`src/eadp_pkg.sv`:
```
// Package: register map, field layout, timing counts and carriers of the E1 alarm block
package eadp_pkg;

  // Register indices; the byte address is four times the index
  localparam logic [7:0] IDX_ALARM_STATE    = 8'hB9;
  localparam logic [7:0] IDX_ALARM_IRQ_EN   = 8'hBA;
  localparam logic [7:0] IDX_ALARM_CHANGED  = 8'hBB;
  localparam logic [7:0] IDX_ALARM_CRIT     = 8'hBC;
  localparam logic [7:0] IDX_MON_CTRL       = 8'hC2;
  localparam logic [7:0] IDX_MON_OVF_IRQ_EN = 8'hC3;
  localparam logic [7:0] IDX_MON_OVF_FLAGS  = 8'hC5;

  localparam int ADDR_W  = 10;
  localparam int DATA_W  = 32;
  localparam int ALARM_N = 6;

  // Alarm bit positions, shared by state, enable and change registers
  localparam int B_SLOT16_LOSS = 5;
  localparam int B_SLOT16_AIS  = 4;
  localparam int B_REMOTE_MF   = 3;
  localparam int B_ALL_ONES    = 2;
  localparam int B_REMOTE      = 1;
  localparam int B_FRAME_LOSS  = 0;

  localparam int B_ALL_ONES_CRIT = 1;
  localparam int B_REMOTE_CRIT   = 0;
  localparam int B_MANUAL_REFR   = 1;
  localparam int B_PERIODIC_EN   = 0;
  localparam int B_PATTERN_OVF   = 7;
  localparam int B_FAR_END_OVF   = 6;

  localparam logic [7:0] RST_BYTE = 8'h00;

  // Detection thresholds
  localparam logic [4:0] SLOT16_RUN     = 5'h10;
  localparam logic [3:0] SLOT16_PERIOD  = 4'hF;
  localparam logic [2:0] SLOT16_FEW     = 3'h4;
  localparam logic [1:0] REMOTE_MF_RUN  = 2'h3;
  localparam logic [2:0] REMOTE_RUN     = 3'h4;
  localparam logic [8:0] WINDOW_LAST    = 9'h1FF;
  localparam logic [1:0] WINDOW_FEW     = 2'h3;

  // Timing
  localparam int CLK_HZ        = 50_000_000;
  localparam int RED_TIME_MS   = 100;
  localparam int SEC_TIME_MS   = 1000;
  localparam int RED_CYC       = (CLK_HZ / 1000) * RED_TIME_MS;
  localparam int SEC_CYC       = (CLK_HZ / 1000) * SEC_TIME_MS;
  localparam int RED_W         = 23;
  localparam int SEC_W         = 26;

  // Framed receive stream from the framer, same clock
  typedef struct packed {
    logic       basic_aligned;
    logic       mf_aligned;
    logic       line_valid;
    logic       line_bit;
    logic       slot16_valid;
    logic [7:0] slot16_byte;
    logic       a_valid;
    logic       a_bit;
    logic       y_valid;
    logic       y_bit;
  } eadp_rx_s;

  typedef struct packed {
    logic                ack;
    logic [DATA_W-1:0]   rdata;
    logic [ALARM_N-1:0]  alarm;
    logic [ALARM_N-1:0]  irq_en;
    logic [ALARM_N-1:0]  changed;
    logic [1:0]          crit;
    logic [1:0]          mon_ctrl;
    logic [7:0]          ovf_en;
    logic [1:0]          ovf_flag;
    logic [4:0]          los_zrun;
    logic [4:0]          los_nrun;
    logic [3:0]          s16_frm;
    logic [2:0]          s16_zero;
    logic                s16_prev_low;
    logic [1:0]          rma_run;
    logic [2:0]          rai_run;
    logic [8:0]          win_bit;
    logic [1:0]          win_zero;
    logic                win_prev_few;
    logic                win_prev_many;
    logic [RED_W-1:0]    red_cnt;
    logic [SEC_W-1:0]    sec_cnt;
    logic                refr_prev;
    logic                latch;
  } eadp_state_s;

endpackage : eadp_pkg

```
`src/eadp_alarm_top.sv`:
```
// E1 receive alarm detection, change flags, interrupt and monitor refresh control
//////////////////////////////////////////////////////////////////////////////
// Summary of operation
// - Slot-16 loss set after 16 consecutive all-zero slot-16 bytes while aligned.
// - Slot-16 loss cleared after 16 consecutive non-zero slot-16 bytes.
// - Slot-16 AIS set when two successive 16-frame periods each hold under 4 zeros.
// - Slot-16 AIS cleared when one 16-frame period holds more than 3 zeros.
// - Remote multiframe alarm set on 3 Y ones, cleared on one Y zero.
// - Criterion 0: AIS set on window under 3 zeros while unaligned, cleared above 2.
// - Criterion 1: AIS set or cleared after two consecutive matching windows.
// - Remote criterion 0: set after 4 A ones, cleared on one A zero.
// - Remote criterion 1: set on one A one, cleared on one A zero.
// - A bits only evaluated while basic frame alignment holds.
// - Red alarm set after 100 ms continuous loss of alignment.
// - Red alarm cleared after 100 ms continuous alignment.
// - Any change of an alarm state sets its change flag.
// - Writing one clears a change flag; zero writes leave it.
// - Active-low interrupt when an enabled change flag is set.
// - Rising edge of manual refresh bit latches monitor counts.
// - Periodic refresh enabled latches monitor counts every second, else none.
// - Pattern and far-end overflow flags reach interrupt only when enabled.
//////////////////////////////////////////////////////////////////////////////
//
// The Avalon-MM register port is this design's own decision.
module eadp_alarm_top
  import eadp_pkg::*;
#(
  parameter int unsigned RED_CYCLES = RED_CYC,
  parameter int unsigned SEC_CYCLES = SEC_CYC
)(
  input  wire logic              clk_i,
  input  wire logic              rst_b_i,
  input  wire logic [ADDR_W-1:0] avs_address_i,
  input  wire logic              avs_read_i,
  input  wire logic              avs_write_i,
  input  wire logic [DATA_W-1:0] avs_writedata_i,
  input  wire logic [3:0]        avs_byteenable_i,
  output logic      [DATA_W-1:0] avs_readdata_o,
  output logic                   avs_waitrequest_o,
  input  wire eadp_rx_s          rx_i,
  input  wire logic              pattern_err_overflow_i,
  input  wire logic              tx_far_end_err_overflow_i,
  output logic                   monitor_latch_o,
  output logic                   irq_b_o
);

  localparam logic [RED_W-1:0] RED_LAST = RED_W'(RED_CYCLES - 1);
  localparam logic [SEC_W-1:0] SEC_LAST = SEC_W'(SEC_CYCLES - 1);

  eadp_state_s st_r;
  eadp_state_s st_nxt;

  logic [7:0] idx;
  logic       req;
  logic       wr_go;
  logic [7:0] wbyte;
  logic [7:0] rd_mux;
  logic       irq_any;

  assign idx     = avs_address_i[ADDR_W-1:2];
  assign req     = avs_read_i | avs_write_i;
  assign wr_go   = avs_write_i & st_r.ack & avs_byteenable_i[0];
  assign wbyte   = avs_writedata_i[7:0];

  //////////////////////////////////////////////////////////////////////////////
  // Read mux; unmapped indices read zero
  always_comb
  begin
    rd_mux = RST_BYTE;
    case (idx)
      IDX_ALARM_STATE:    rd_mux = {2'h0, st_r.alarm};
      IDX_ALARM_IRQ_EN:   rd_mux = {2'h0, st_r.irq_en};
      IDX_ALARM_CHANGED:  rd_mux = {2'h0, st_r.changed};
      IDX_ALARM_CRIT:     rd_mux = {6'h00, st_r.crit};
      IDX_MON_CTRL:       rd_mux = {6'h00, st_r.mon_ctrl};
      IDX_MON_OVF_IRQ_EN: rd_mux = st_r.ovf_en;
      IDX_MON_OVF_FLAGS:  rd_mux = {st_r.ovf_flag, 6'h00};
      default:            rd_mux = RST_BYTE;
    endcase
  end

  //////////////////////////////////////////////////////////////////////////////
  // Next-state logic
  always_comb
  begin
    logic [3:0] byte_zeros;
    logic [3:0] s16_sum;
    logic       s16_low;
    logic [2:0] win_sum;
    logic       win_few;
    logic       a_ok;
    byte_zeros = 4'h0;
    s16_sum    = 4'h0;
    s16_low    = 1'b0;
    win_sum    = 3'h0;
    win_few    = 1'b0;
    a_ok       = 1'b0;
    st_nxt     = st_r;

    // Bus: one wait cycle, then answer with data captured on the first cycle
    st_nxt.ack = req & ~st_r.ack;
    if (req && !st_r.ack)
    begin
      st_nxt.rdata = {24'h000000, rd_mux};
    end

    if (wr_go)
    begin
      case (idx)
        IDX_ALARM_IRQ_EN:   st_nxt.irq_en = wbyte[ALARM_N-1:0];
        IDX_ALARM_CRIT:     st_nxt.crit = wbyte[1:0];
        IDX_MON_CTRL:       st_nxt.mon_ctrl = wbyte[1:0];
        IDX_MON_OVF_IRQ_EN: st_nxt.ovf_en = wbyte;
        default:            st_nxt.crit = st_r.crit;
      endcase
    end

    // Slot-16 loss
    if (rx_i.slot16_valid && rx_i.basic_aligned)
    begin
      if (rx_i.slot16_byte == 8'h00)
      begin
        st_nxt.los_nrun = 5'h00;
        if (st_r.los_zrun != SLOT16_RUN)
        begin
          st_nxt.los_zrun = st_r.los_zrun + 5'h01;
        end
        if (st_r.los_zrun >= SLOT16_RUN - 5'h01)
        begin
          st_nxt.alarm[B_SLOT16_LOSS] = 1'b1;
        end
      end
      else
      begin
        st_nxt.los_zrun = 5'h00;
        if (st_r.los_nrun != SLOT16_RUN)
        begin
          st_nxt.los_nrun = st_r.los_nrun + 5'h01;
        end
        if (st_r.los_nrun >= SLOT16_RUN - 5'h01)
        begin
          st_nxt.alarm[B_SLOT16_LOSS] = 1'b0;
        end
      end
    end

    // Slot-16 AIS over 16-frame periods; zeros saturate at four
    if (rx_i.slot16_valid && rx_i.basic_aligned)
    begin
      byte_zeros = 4'($countones(~rx_i.slot16_byte));
      s16_sum    = {1'b0, st_r.s16_zero} + byte_zeros;
      st_nxt.s16_zero = (s16_sum >= {1'b0, SLOT16_FEW}) ? SLOT16_FEW : s16_sum[2:0];
      st_nxt.s16_frm  = st_r.s16_frm + 4'h1;
      if (st_r.s16_frm == SLOT16_PERIOD)
      begin
        s16_low = s16_sum < {1'b0, SLOT16_FEW};
        st_nxt.s16_zero     = 3'h0;
        st_nxt.s16_prev_low = s16_low;
        if (s16_low && st_r.s16_prev_low)
        begin
          st_nxt.alarm[B_SLOT16_AIS] = 1'b1;
        end
        else if (!s16_low)
        begin
          st_nxt.alarm[B_SLOT16_AIS] = 1'b0;
        end
      end
    end

    // Remote multiframe alarm from Y bits
    if (rx_i.y_valid && rx_i.mf_aligned)
    begin
      if (rx_i.y_bit)
      begin
        if (st_r.rma_run != REMOTE_MF_RUN)
        begin
          st_nxt.rma_run = st_r.rma_run + 2'h1;
        end
        if (st_r.rma_run >= REMOTE_MF_RUN - 2'h1)
        begin
          st_nxt.alarm[B_REMOTE_MF] = 1'b1;
        end
      end
      else
      begin
        st_nxt.rma_run = 2'h0;
        st_nxt.alarm[B_REMOTE_MF] = 1'b0;
      end
    end

    // Remote alarm from A bits
    a_ok = rx_i.a_valid & rx_i.basic_aligned;
    if (a_ok)
    begin
      if (rx_i.a_bit)
      begin
        if (st_r.rai_run != REMOTE_RUN)
        begin
          st_nxt.rai_run = st_r.rai_run + 3'h1;
        end
        if (st_r.crit[B_REMOTE_CRIT])
        begin
          st_nxt.alarm[B_REMOTE] = 1'b1;
        end
        else if (st_r.rai_run >= REMOTE_RUN - 3'h1)
        begin
          st_nxt.alarm[B_REMOTE] = 1'b1;
        end
      end
      else
      begin
        st_nxt.rai_run = 3'h0;
        st_nxt.alarm[B_REMOTE] = 1'b0;
      end
    end

    // All-ones over fixed 512-bit windows
    if (rx_i.line_valid)
    begin
      win_sum = {1'b0, st_r.win_zero} + {2'h0, ~rx_i.line_bit};
      st_nxt.win_zero = (win_sum >= {1'b0, WINDOW_FEW}) ? WINDOW_FEW : win_sum[1:0];
      st_nxt.win_bit  = st_r.win_bit + 9'h001;
      if (st_r.win_bit == WINDOW_LAST)
      begin
        win_few = win_sum < {1'b0, WINDOW_FEW};
        st_nxt.win_zero      = 2'h0;
        st_nxt.win_prev_few  = win_few;
        st_nxt.win_prev_many = ~win_few;
        if (!st_r.crit[B_ALL_ONES_CRIT])
        begin
          if (win_few && !rx_i.basic_aligned)
          begin
            st_nxt.alarm[B_ALL_ONES] = 1'b1;
          end
          else if (!win_few)
          begin
            st_nxt.alarm[B_ALL_ONES] = 1'b0;
          end
        end
        else
        begin
          if (win_few && st_r.win_prev_few)
          begin
            st_nxt.alarm[B_ALL_ONES] = 1'b1;
          end
          else if (!win_few && st_r.win_prev_many)
          begin
            st_nxt.alarm[B_ALL_ONES] = 1'b0;
          end
        end
      end
    end

    // Red alarm: count while alignment disagrees with the alarm
    if (rx_i.basic_aligned == st_r.alarm[B_FRAME_LOSS])
    begin
      if (st_r.red_cnt == RED_LAST)
      begin
        st_nxt.red_cnt = '0;
        st_nxt.alarm[B_FRAME_LOSS] = ~rx_i.basic_aligned;
      end
      else
      begin
        st_nxt.red_cnt = st_r.red_cnt + RED_W'(1);
      end
    end
    else
    begin
      st_nxt.red_cnt = '0;
    end

    // Change flags: set beats a same-cycle clear
    st_nxt.changed = (st_r.changed & ~((wr_go && idx == IDX_ALARM_CHANGED) ? wbyte[ALARM_N-1:0] : '0))
                   | (st_nxt.alarm ^ st_r.alarm);
    st_nxt.ovf_flag = (st_r.ovf_flag & ~((wr_go && idx == IDX_MON_OVF_FLAGS) ? wbyte[7:6] : 2'h0))
                    | {pattern_err_overflow_i, tx_far_end_err_overflow_i};

    // Monitor refresh
    st_nxt.refr_prev = st_r.mon_ctrl[B_MANUAL_REFR];
    st_nxt.latch     = st_r.mon_ctrl[B_MANUAL_REFR] & ~st_r.refr_prev;
    if (!st_r.mon_ctrl[B_PERIODIC_EN])
    begin
      st_nxt.sec_cnt = '0;
    end
    else if (st_r.sec_cnt == SEC_LAST)
    begin
      st_nxt.sec_cnt = '0;
      st_nxt.latch   = 1'b1;
    end
    else
    begin
      st_nxt.sec_cnt = st_r.sec_cnt + SEC_W'(1);
    end
  end

  always_ff @(posedge clk_i or negedge rst_b_i)
  begin
    if (!rst_b_i)
    begin
      st_r <= '0;
    end
    else
    begin
      st_r <= st_nxt;
    end
  end

  //////////////////////////////////////////////////////////////////////////////
  // Outputs
  assign irq_any = |(st_r.changed & st_r.irq_en)
                 | (st_r.ovf_flag[1] & st_r.ovf_en[B_PATTERN_OVF])
                 | (st_r.ovf_flag[0] & st_r.ovf_en[B_FAR_END_OVF]);
  assign irq_b_o           = ~irq_any;
  assign avs_waitrequest_o = req & ~st_r.ack;
  assign avs_readdata_o    = st_r.rdata;
  assign monitor_latch_o   = st_r.latch;
endmodule : eadp_alarm_top

```
`config.mk`:
```
export PLATFORM = sky130hd
export DESIGN_NAME = eadp_alarm_top
export DESIGN_NICKNAME = d
export VERILOG_FILES = /design/src/eadp_pkg.sv /design/src/eadp_alarm_top.sv
export SDC_FILE = /design/constraint.sdc
export NUM_CORES = 1
export LEC_CHECK = 0
export BUFFER_PORTS_ARGS = -buffer_cell sky130_fd_sc_hd__buf_4
export CAP_MARGIN = 20
export CORE_MARGIN = 2
export CORE_UTILIZATION = 42
export DETAILED_ROUTE_END_ITERATION = 6
export MAX_ROUTING_LAYER = met4
export SYNTH_ARGS = -nofsm -noshare
export SYNTH_HDL_FRONTEND = slang
export SYNTH_SLANG_ARGS = --single-unit
```
`constraint.sdc`:
```
create_clock -name clk_i -period 4.6 [get_ports clk_i]
set_input_delay 0.92 -clock clk_i [delete_from_list [all_inputs] [get_ports clk_i]]
set_output_delay 0.92 -clock clk_i [all_outputs]
set_load 0.01 [all_outputs]
```
# Word-level counts from Yosys, hierarchy flattened

Cells that the tools add are included.

Register bits: 128
Bits in latches: 0
RAM bits: 0
Memory bits (read-only): 0
Memories: 0

Add/subtract/negate cells: 17
$mul: 0
Divide/modulo/power cells: 0
Order comparisons: 8
Equal/unequal tests: 19
Shift operators: 0
Multiplexer cells: 44
Bitwise logic cells: 25
Reduce and logical (&&, ||, !) cells: 25

Operators with widths:

| kind                                                               | number |
|---|---|
| == test 8 bit (second input constant)                              | 7 |
| one-hot mux 8 bit (7 select lines)                                 | 1 |
| two-way mux 26 bit                                                 | 2 |
| two-way mux 23 bit                                                 | 2 |
| adder 26 x 1 -> 26 bit (second input constant)                     | 1 |
| == test 26 bit (second input constant)                             | 1 |
| two-way mux 1 bit                                                  | 26 |
| adder 23 x 1 -> 23 bit (second input constant)                     | 1 |
| == test 23 bit (second input constant)                             | 1 |
| AND reduction 2 bit                                                | 10 |
| bitwise AND 6 bit                                                  | 2 |
| adder 5 x 1 -> 5 bit (second input constant)                       | 2 |
| greater-or-equal comparator 5 x 4 -> 1 bit (second input constant) | 2 |
| two-way mux 10 bit                                                 | 1 |
| two-way mux 5 bit                                                  | 2 |
| inequality test 5 bit (second input constant)                      | 2 |
| adder 9 x 1 -> 9 bit (second input constant)                       | 1 |
| == test 9 bit (second input constant)                              | 1 |
| logical AND 1 bit                                                  | 9 |
| two-way mux 3 bit                                                  | 3 |
| adder 1 x 1 -> 2 bit                                               | 4 |
| logical NOT 8 bit                                                  | 1 |
| two-way mux 2 bit                                                  | 4 |
| two-way mux 4 bit                                                  | 2 |
| 31 further kinds                                                   | 50 |

# Longest topological paths before layout

Word-level depth: 12
Gate-level depth with buffers: 11

# Least setup slack after synthesis

OpenSTA, ideal clock, no wires.

Path kind: input port to flip-flop
Start: input port rx_i[4] (netlist bit)
End: register st_r[105] (netlist bit)
Setup time: 126 ps
Arrival: 4287 ps
Data required time: 4474 ps
Path slack: 187 ps
Stages on the path: 10
Buffers on the path: 0
Cells stage by stage: fa_1 -> inv_1 -> fa_1 -> fa_1 -> fa_1 -> fa_1 -> xnor2_1 -> a31o_2 -> or2_2 -> a311o_1

RTL lines:

| element              | RTL line              | RTL |
|---|---|---|
| from (decl)          | eadp_alarm_top.sv:40  | `input wire eadp_rx_s rx_i,` |
| to (signal assigned) | eadp_alarm_top.sv:304 | `st_r <= st_nxt;` |
| to (decl)            | eadp_alarm_top.sv:50  | `eadp_state_s st_r;` |

==> flow_summary.rst <==
.. list-table::
   :header-rows: 1

   * - Metric
     - Value
   * - Yosys warns
     - 0
   * - FFs w/ async S/R, synth
     - 100.0%
   * - Switching part of the total
     - 29.64%
   * - Status
     - completed
   * - Count of input and output buffers
     - 50
   * - Setup crit start kind
     - input pin
   * - Required time of the critical path
     - 4.90 ns
   * - Clock sink count
     - 128
   * - Crit path capture type
     - flop
   * - Pins over their slew limit
     - 0
   * - Cell area after technology mapping
     - 7091 um2
   * - Biggest fanout along the worst timing path
     - 4
   * - Iteration-0 DRC count of the detailed router
     - 435
   * - Post-cts sizing count
     - 0
   * - Total detailed-routing wirelength
     - 15.79 mm
   * - I/O pin count
     - 104
   * - Post-detailed-route wirelength per cell
     - 15.88 um
   * - CTS clk-pin slew, worst paths
     - 0.05 ns
   * - Core utilization of the finished layout
     - 49.11%
   * - Final critical path time including I/O delays and setup
     - 4.181 ns
   * - Number of nets with antenna violations after detailed routing
     - 0
   * - Largest net degree at the start of global routing
     - 61
   * - Signal arrival time at the worst endpoint
     - 4.48 ns
   * - Highest ir drop seen on vdd
     - 256.2 uV
   * - Effective utilization at floorplan
     - 42.91%
   * - Biggest area consumer among synthesized cells
     - sky130_fd_sc_hd__dfrtp_1
   * - Number of buffer and inverter instances along the worst setup path
     - 2
   * - Width of the die
     - 133.9 um
   * - Unrepaired setup endpoints after global routing
     - no
   * - Power density over the cells
     - 421.0 nW/um2
   * - Hold_buf cts
     - 0
   * - Critical path depth
     - 11
   * - Number of synthesized flops with an enable pin
     - 0
   * - MaxCap Viol Count
     - 0
   * - First-pass GRT wire length
     - 26.37 mm
   * - CP Cell Sequence
     - buf_4 > fa_1 > inv_1 > fa_1 > fa_1 > fa_1 > fa_1 > xnor2_1 > a31o_2 > or2_2 > a311o_1
   * - Post-synthesis average cell area
     - 9.959 um2
   * - CTS buffer count
     - 17
   * - Top-count cell post-synth
     - sky130_fd_sc_hd__dfrtp_1
   * - Overall Global Routing Usage
     - 18.79%
   * - Crit-path leading delay family
     - adder cells
   * - Most used flip-flop cell after synthesis
     - sky130_fd_sc_hd__dfrtp_1
   * - Htree depth
     - 4
   * - Clock root buffer master
     - sky130_fd_sc_hd__clkbuf_16
   * - Number of synthesized register bits
     - 128
   * - Share of the clock period used by the worst path after layout
     - 90.89%
   * - Number of iterations in the first detailed-routing pass
     - 5
   * - Max clock buf depth
     - 2
   * - Proportion of power drawn by the clock network
     - 37.3%
   * - Sequential group share of total power
     - 41.0%
   * - Share of final-layout standard cells stronger than drive strength 1
     - 16.02%
   * - Library cell appearing most often on the critical path
     - sky130_fd_sc_hd__fa_1
   * - Max-slew headroom
     - 46.32%
   * - Static leakage power
     - 3.495 nW
   * - Path depth of the worst reg2reg path
     - 11
   * - Layout overhead on the synthesized area
     - 14.45%
   * - Number of failing hold endpoints at the final stage
     - 0
   * - Largest clock skew in the final design
     - 0.008599 ns
   * - Number of nets in the final layout
     - 859
   * - Gate count of the mapped netlist
     - 712
   * - Critical setup path kind
     - input pin to flop
   * - Via count
     - 5479
   * - Max frequency
     - 0.2392 GHz
   * - Final antenna diode count
     - 0
   * - Fraction of the yosys area taken by sequential cells
     - 45.17%
   * - HPWL after detailed placement
     - 11.33 mm
   * - Residual overflow from global routing
     - 0
   * - Top post-synthesis cells by area
     - sky130_fd_sc_hd__dfrtp_1, sky130_fd_sc_hd__ha_1, sky130_fd_sc_hd__mux2_2, sky130_fd_sc_hd__buf_4, sky130_fd_sc_hd__nand2_1
   * - Net switching component of the power
     - 0.001013 W
   * - Worst hold path stage count
     - 0
   * - Insertion delay to the later sink of the worst-skew pair
     - 0.42 ns
   * - Delay of the slowest cell on the worst path
     - 0.53 ns
   * - Via count of the first global-routing pass
     - 5380
   * - Number of distinct standard cells referenced by the synthesized netlist
     - 67
   * - Fraction of power consumed by combinational cells
     - 21.6%
   * - Initial antenna violation count
     - 0
   * - Internal power contribution
     - 0.002404 W
   * - Chip height
     - 133.9 um
   * - Critical-path top delay cell
     - sky130_fd_sc_hd__fa_1
   * - Clock tree from TritonCTS
     - done
   * - Via density per instance
     - 5.512
   * - Area share of the largest cell type after synthesis
     - 45.17%
   * - Area of the core region
     - 16520 um2
   * - Setup Viol. Count Final
     - 0
   * - DR DRC count
     - 0
   * - Die area
     - 17940 um2
   * - # rows
     - 47
   * - Worst min-delay path class
     - flop to flop
   * - # Post-CTS Setup Buffers
     - 0
   * - Post-route setup TNS
     - 0 ns
   * - Leading post-synthesis cells by instance count
     - sky130_fd_sc_hd__dfrtp_1, sky130_fd_sc_hd__nand2_1, sky130_fd_sc_hd__nor2_1
   * - Transition time at the pin with the least slew margin
     - 0.8004 ns
   * - Routability cong.
     - 0.8262
stage by stage:
stage	cell area [um2]	power, W	instances	setup slack, ns	hold slack [ns]
finish	8115	0.003417	994	0.4188	0.4490
detailed placement	7555	0.002160	962	-0.01572	0.4366
global route	8115	0.003613	994	0.3005	0.4675
floorplan	7177	0.001924	735	0.1870	0.3915
CTS	8115	0.003448	994	0.4372	0.4478
global placement	7555	0.002095	962	0.03014	0.4293
power groups by stage:
stage,Sequential [W],Combinational (W),Clock (W)
2_1_floorplan,0.00138,0.000549,0
3_3_place_gp,0.00140,0.000691,0
3_5_place_dp,0.00142,0.000744,0
4_1_cts,0.00140,0.000749,0.00130
5_1_grt,0.00142,0.000838,0.00135
6_report,0.00140,0.000739,0.00127
area by class of cell:
class	count	area, um2
inverter	33	123.9
sequential	128	3203
multi-input combinational	523	3517
clock buffer	22	474.2
clock inverter	10	86.33
tap	220	275.3
timing repair buffer	58	435.4
fill	1528	8409
worst reg2reg max path: cells and delay by family (launching register included):
kind,cells,cell delay [ns]
AO/OA/AOI/OAI,2,0.58
XOR/XNOR,1,0.14
adder cells (fa/ha/maj),5,2.34
buffers and inverters,2,0.11
flip-flops,1,0.32
AND/OR/NAND/NOR,1,0.31
registers in the layout, indices dropped and copies added (netlist names):
signal,cells
st_r,118
avs_readdata_o,8
monitor_latch_o,1
st_nxt,1
final timing paths:
check	startpoint	to	slack (ns)
max	rx_i[4]	st_r[105]	0.42
min	st_nxt[1]	st_r[1]	0.45
max reg2reg	st_r[70]	st_r[105]	0.68
min reg2reg	st_nxt[1]	st_r[1]	0.45
max in group asynchronous	rst_b_i	st_r[73]	3.07
min in group asynchronous	rst_b_i	st_r[21]	0.57
kinds of logic (layout without fill, tap and decap cells):
kind of cell               after synthesis  count (layout)  share of synthesized area (%)
AOI/OAI and AO/OA                      128             128                          12.26
xor gates and xnor gates                41              41                          5.064
adders and majority gates               29              29                          5.647
buffers and inverters                   84             123                          6.441
DFF                                    128             128                          45.17
muxes                                   31              31                          4.782
other                                    1              24                        0.05289
and+or+nand+nor                        270             270                          20.58
cell usage in the layout (no fill, tap or decap), types with 7 or more instances in the layout:
master                      netlist  layout
sky130_fd_sc_hd__xor2_1          19      19
sky130_fd_sc_hd__o21ai_0         24      24
sky130_fd_sc_hd__nand4_1         28      28
sky130_fd_sc_hd__inv_1           32      32
sky130_fd_sc_hd__xnor2_1         22      22
sky130_fd_sc_hd__dfrtp_1        128     128
sky130_fd_sc_hd__nand3_1         32      32
sky130_fd_sc_hd__nand3b_1         9       9
sky130_fd_sc_hd__clkbuf_16        0      17
sky130_fd_sc_hd__o31ai_1         15      15
sky130_fd_sc_hd__a21oi_1         34      34
sky130_fd_sc_hd__ha_1            24      24
sky130_fd_sc_hd__and4_1           7       7
sky130_fd_sc_hd__nor2_1          57      57
sky130_fd_sc_hd__nor4_1           9       9
sky130_fd_sc_hd__nand2_1         57      57
sky130_fd_sc_hd__buf_4           32      58
sky130_fd_sc_hd__mux2_2          23      23
sky130_fd_sc_hd__conb_1           1      24
sky130_fd_sc_hd__or4_1           14      14
sky130_fd_sc_hd__and3_1          12      12
sky130_fd_sc_hd__nor3_1           9       9
sky130_fd_sc_hd__or3_1            8       8
sky130_fd_sc_hd__mux2i_1          8       8
per-layer routing:
metal	global-route usage, %	routed length [um]	up-vias
met2	28.55	7562	120
met3	4.497	621	26
li1	-	-	2632
met4	5.969	237	0
met1	24.96	7367	2701
met5	-	0	-
Note: power is estimated with default switching activity, not from simulation.
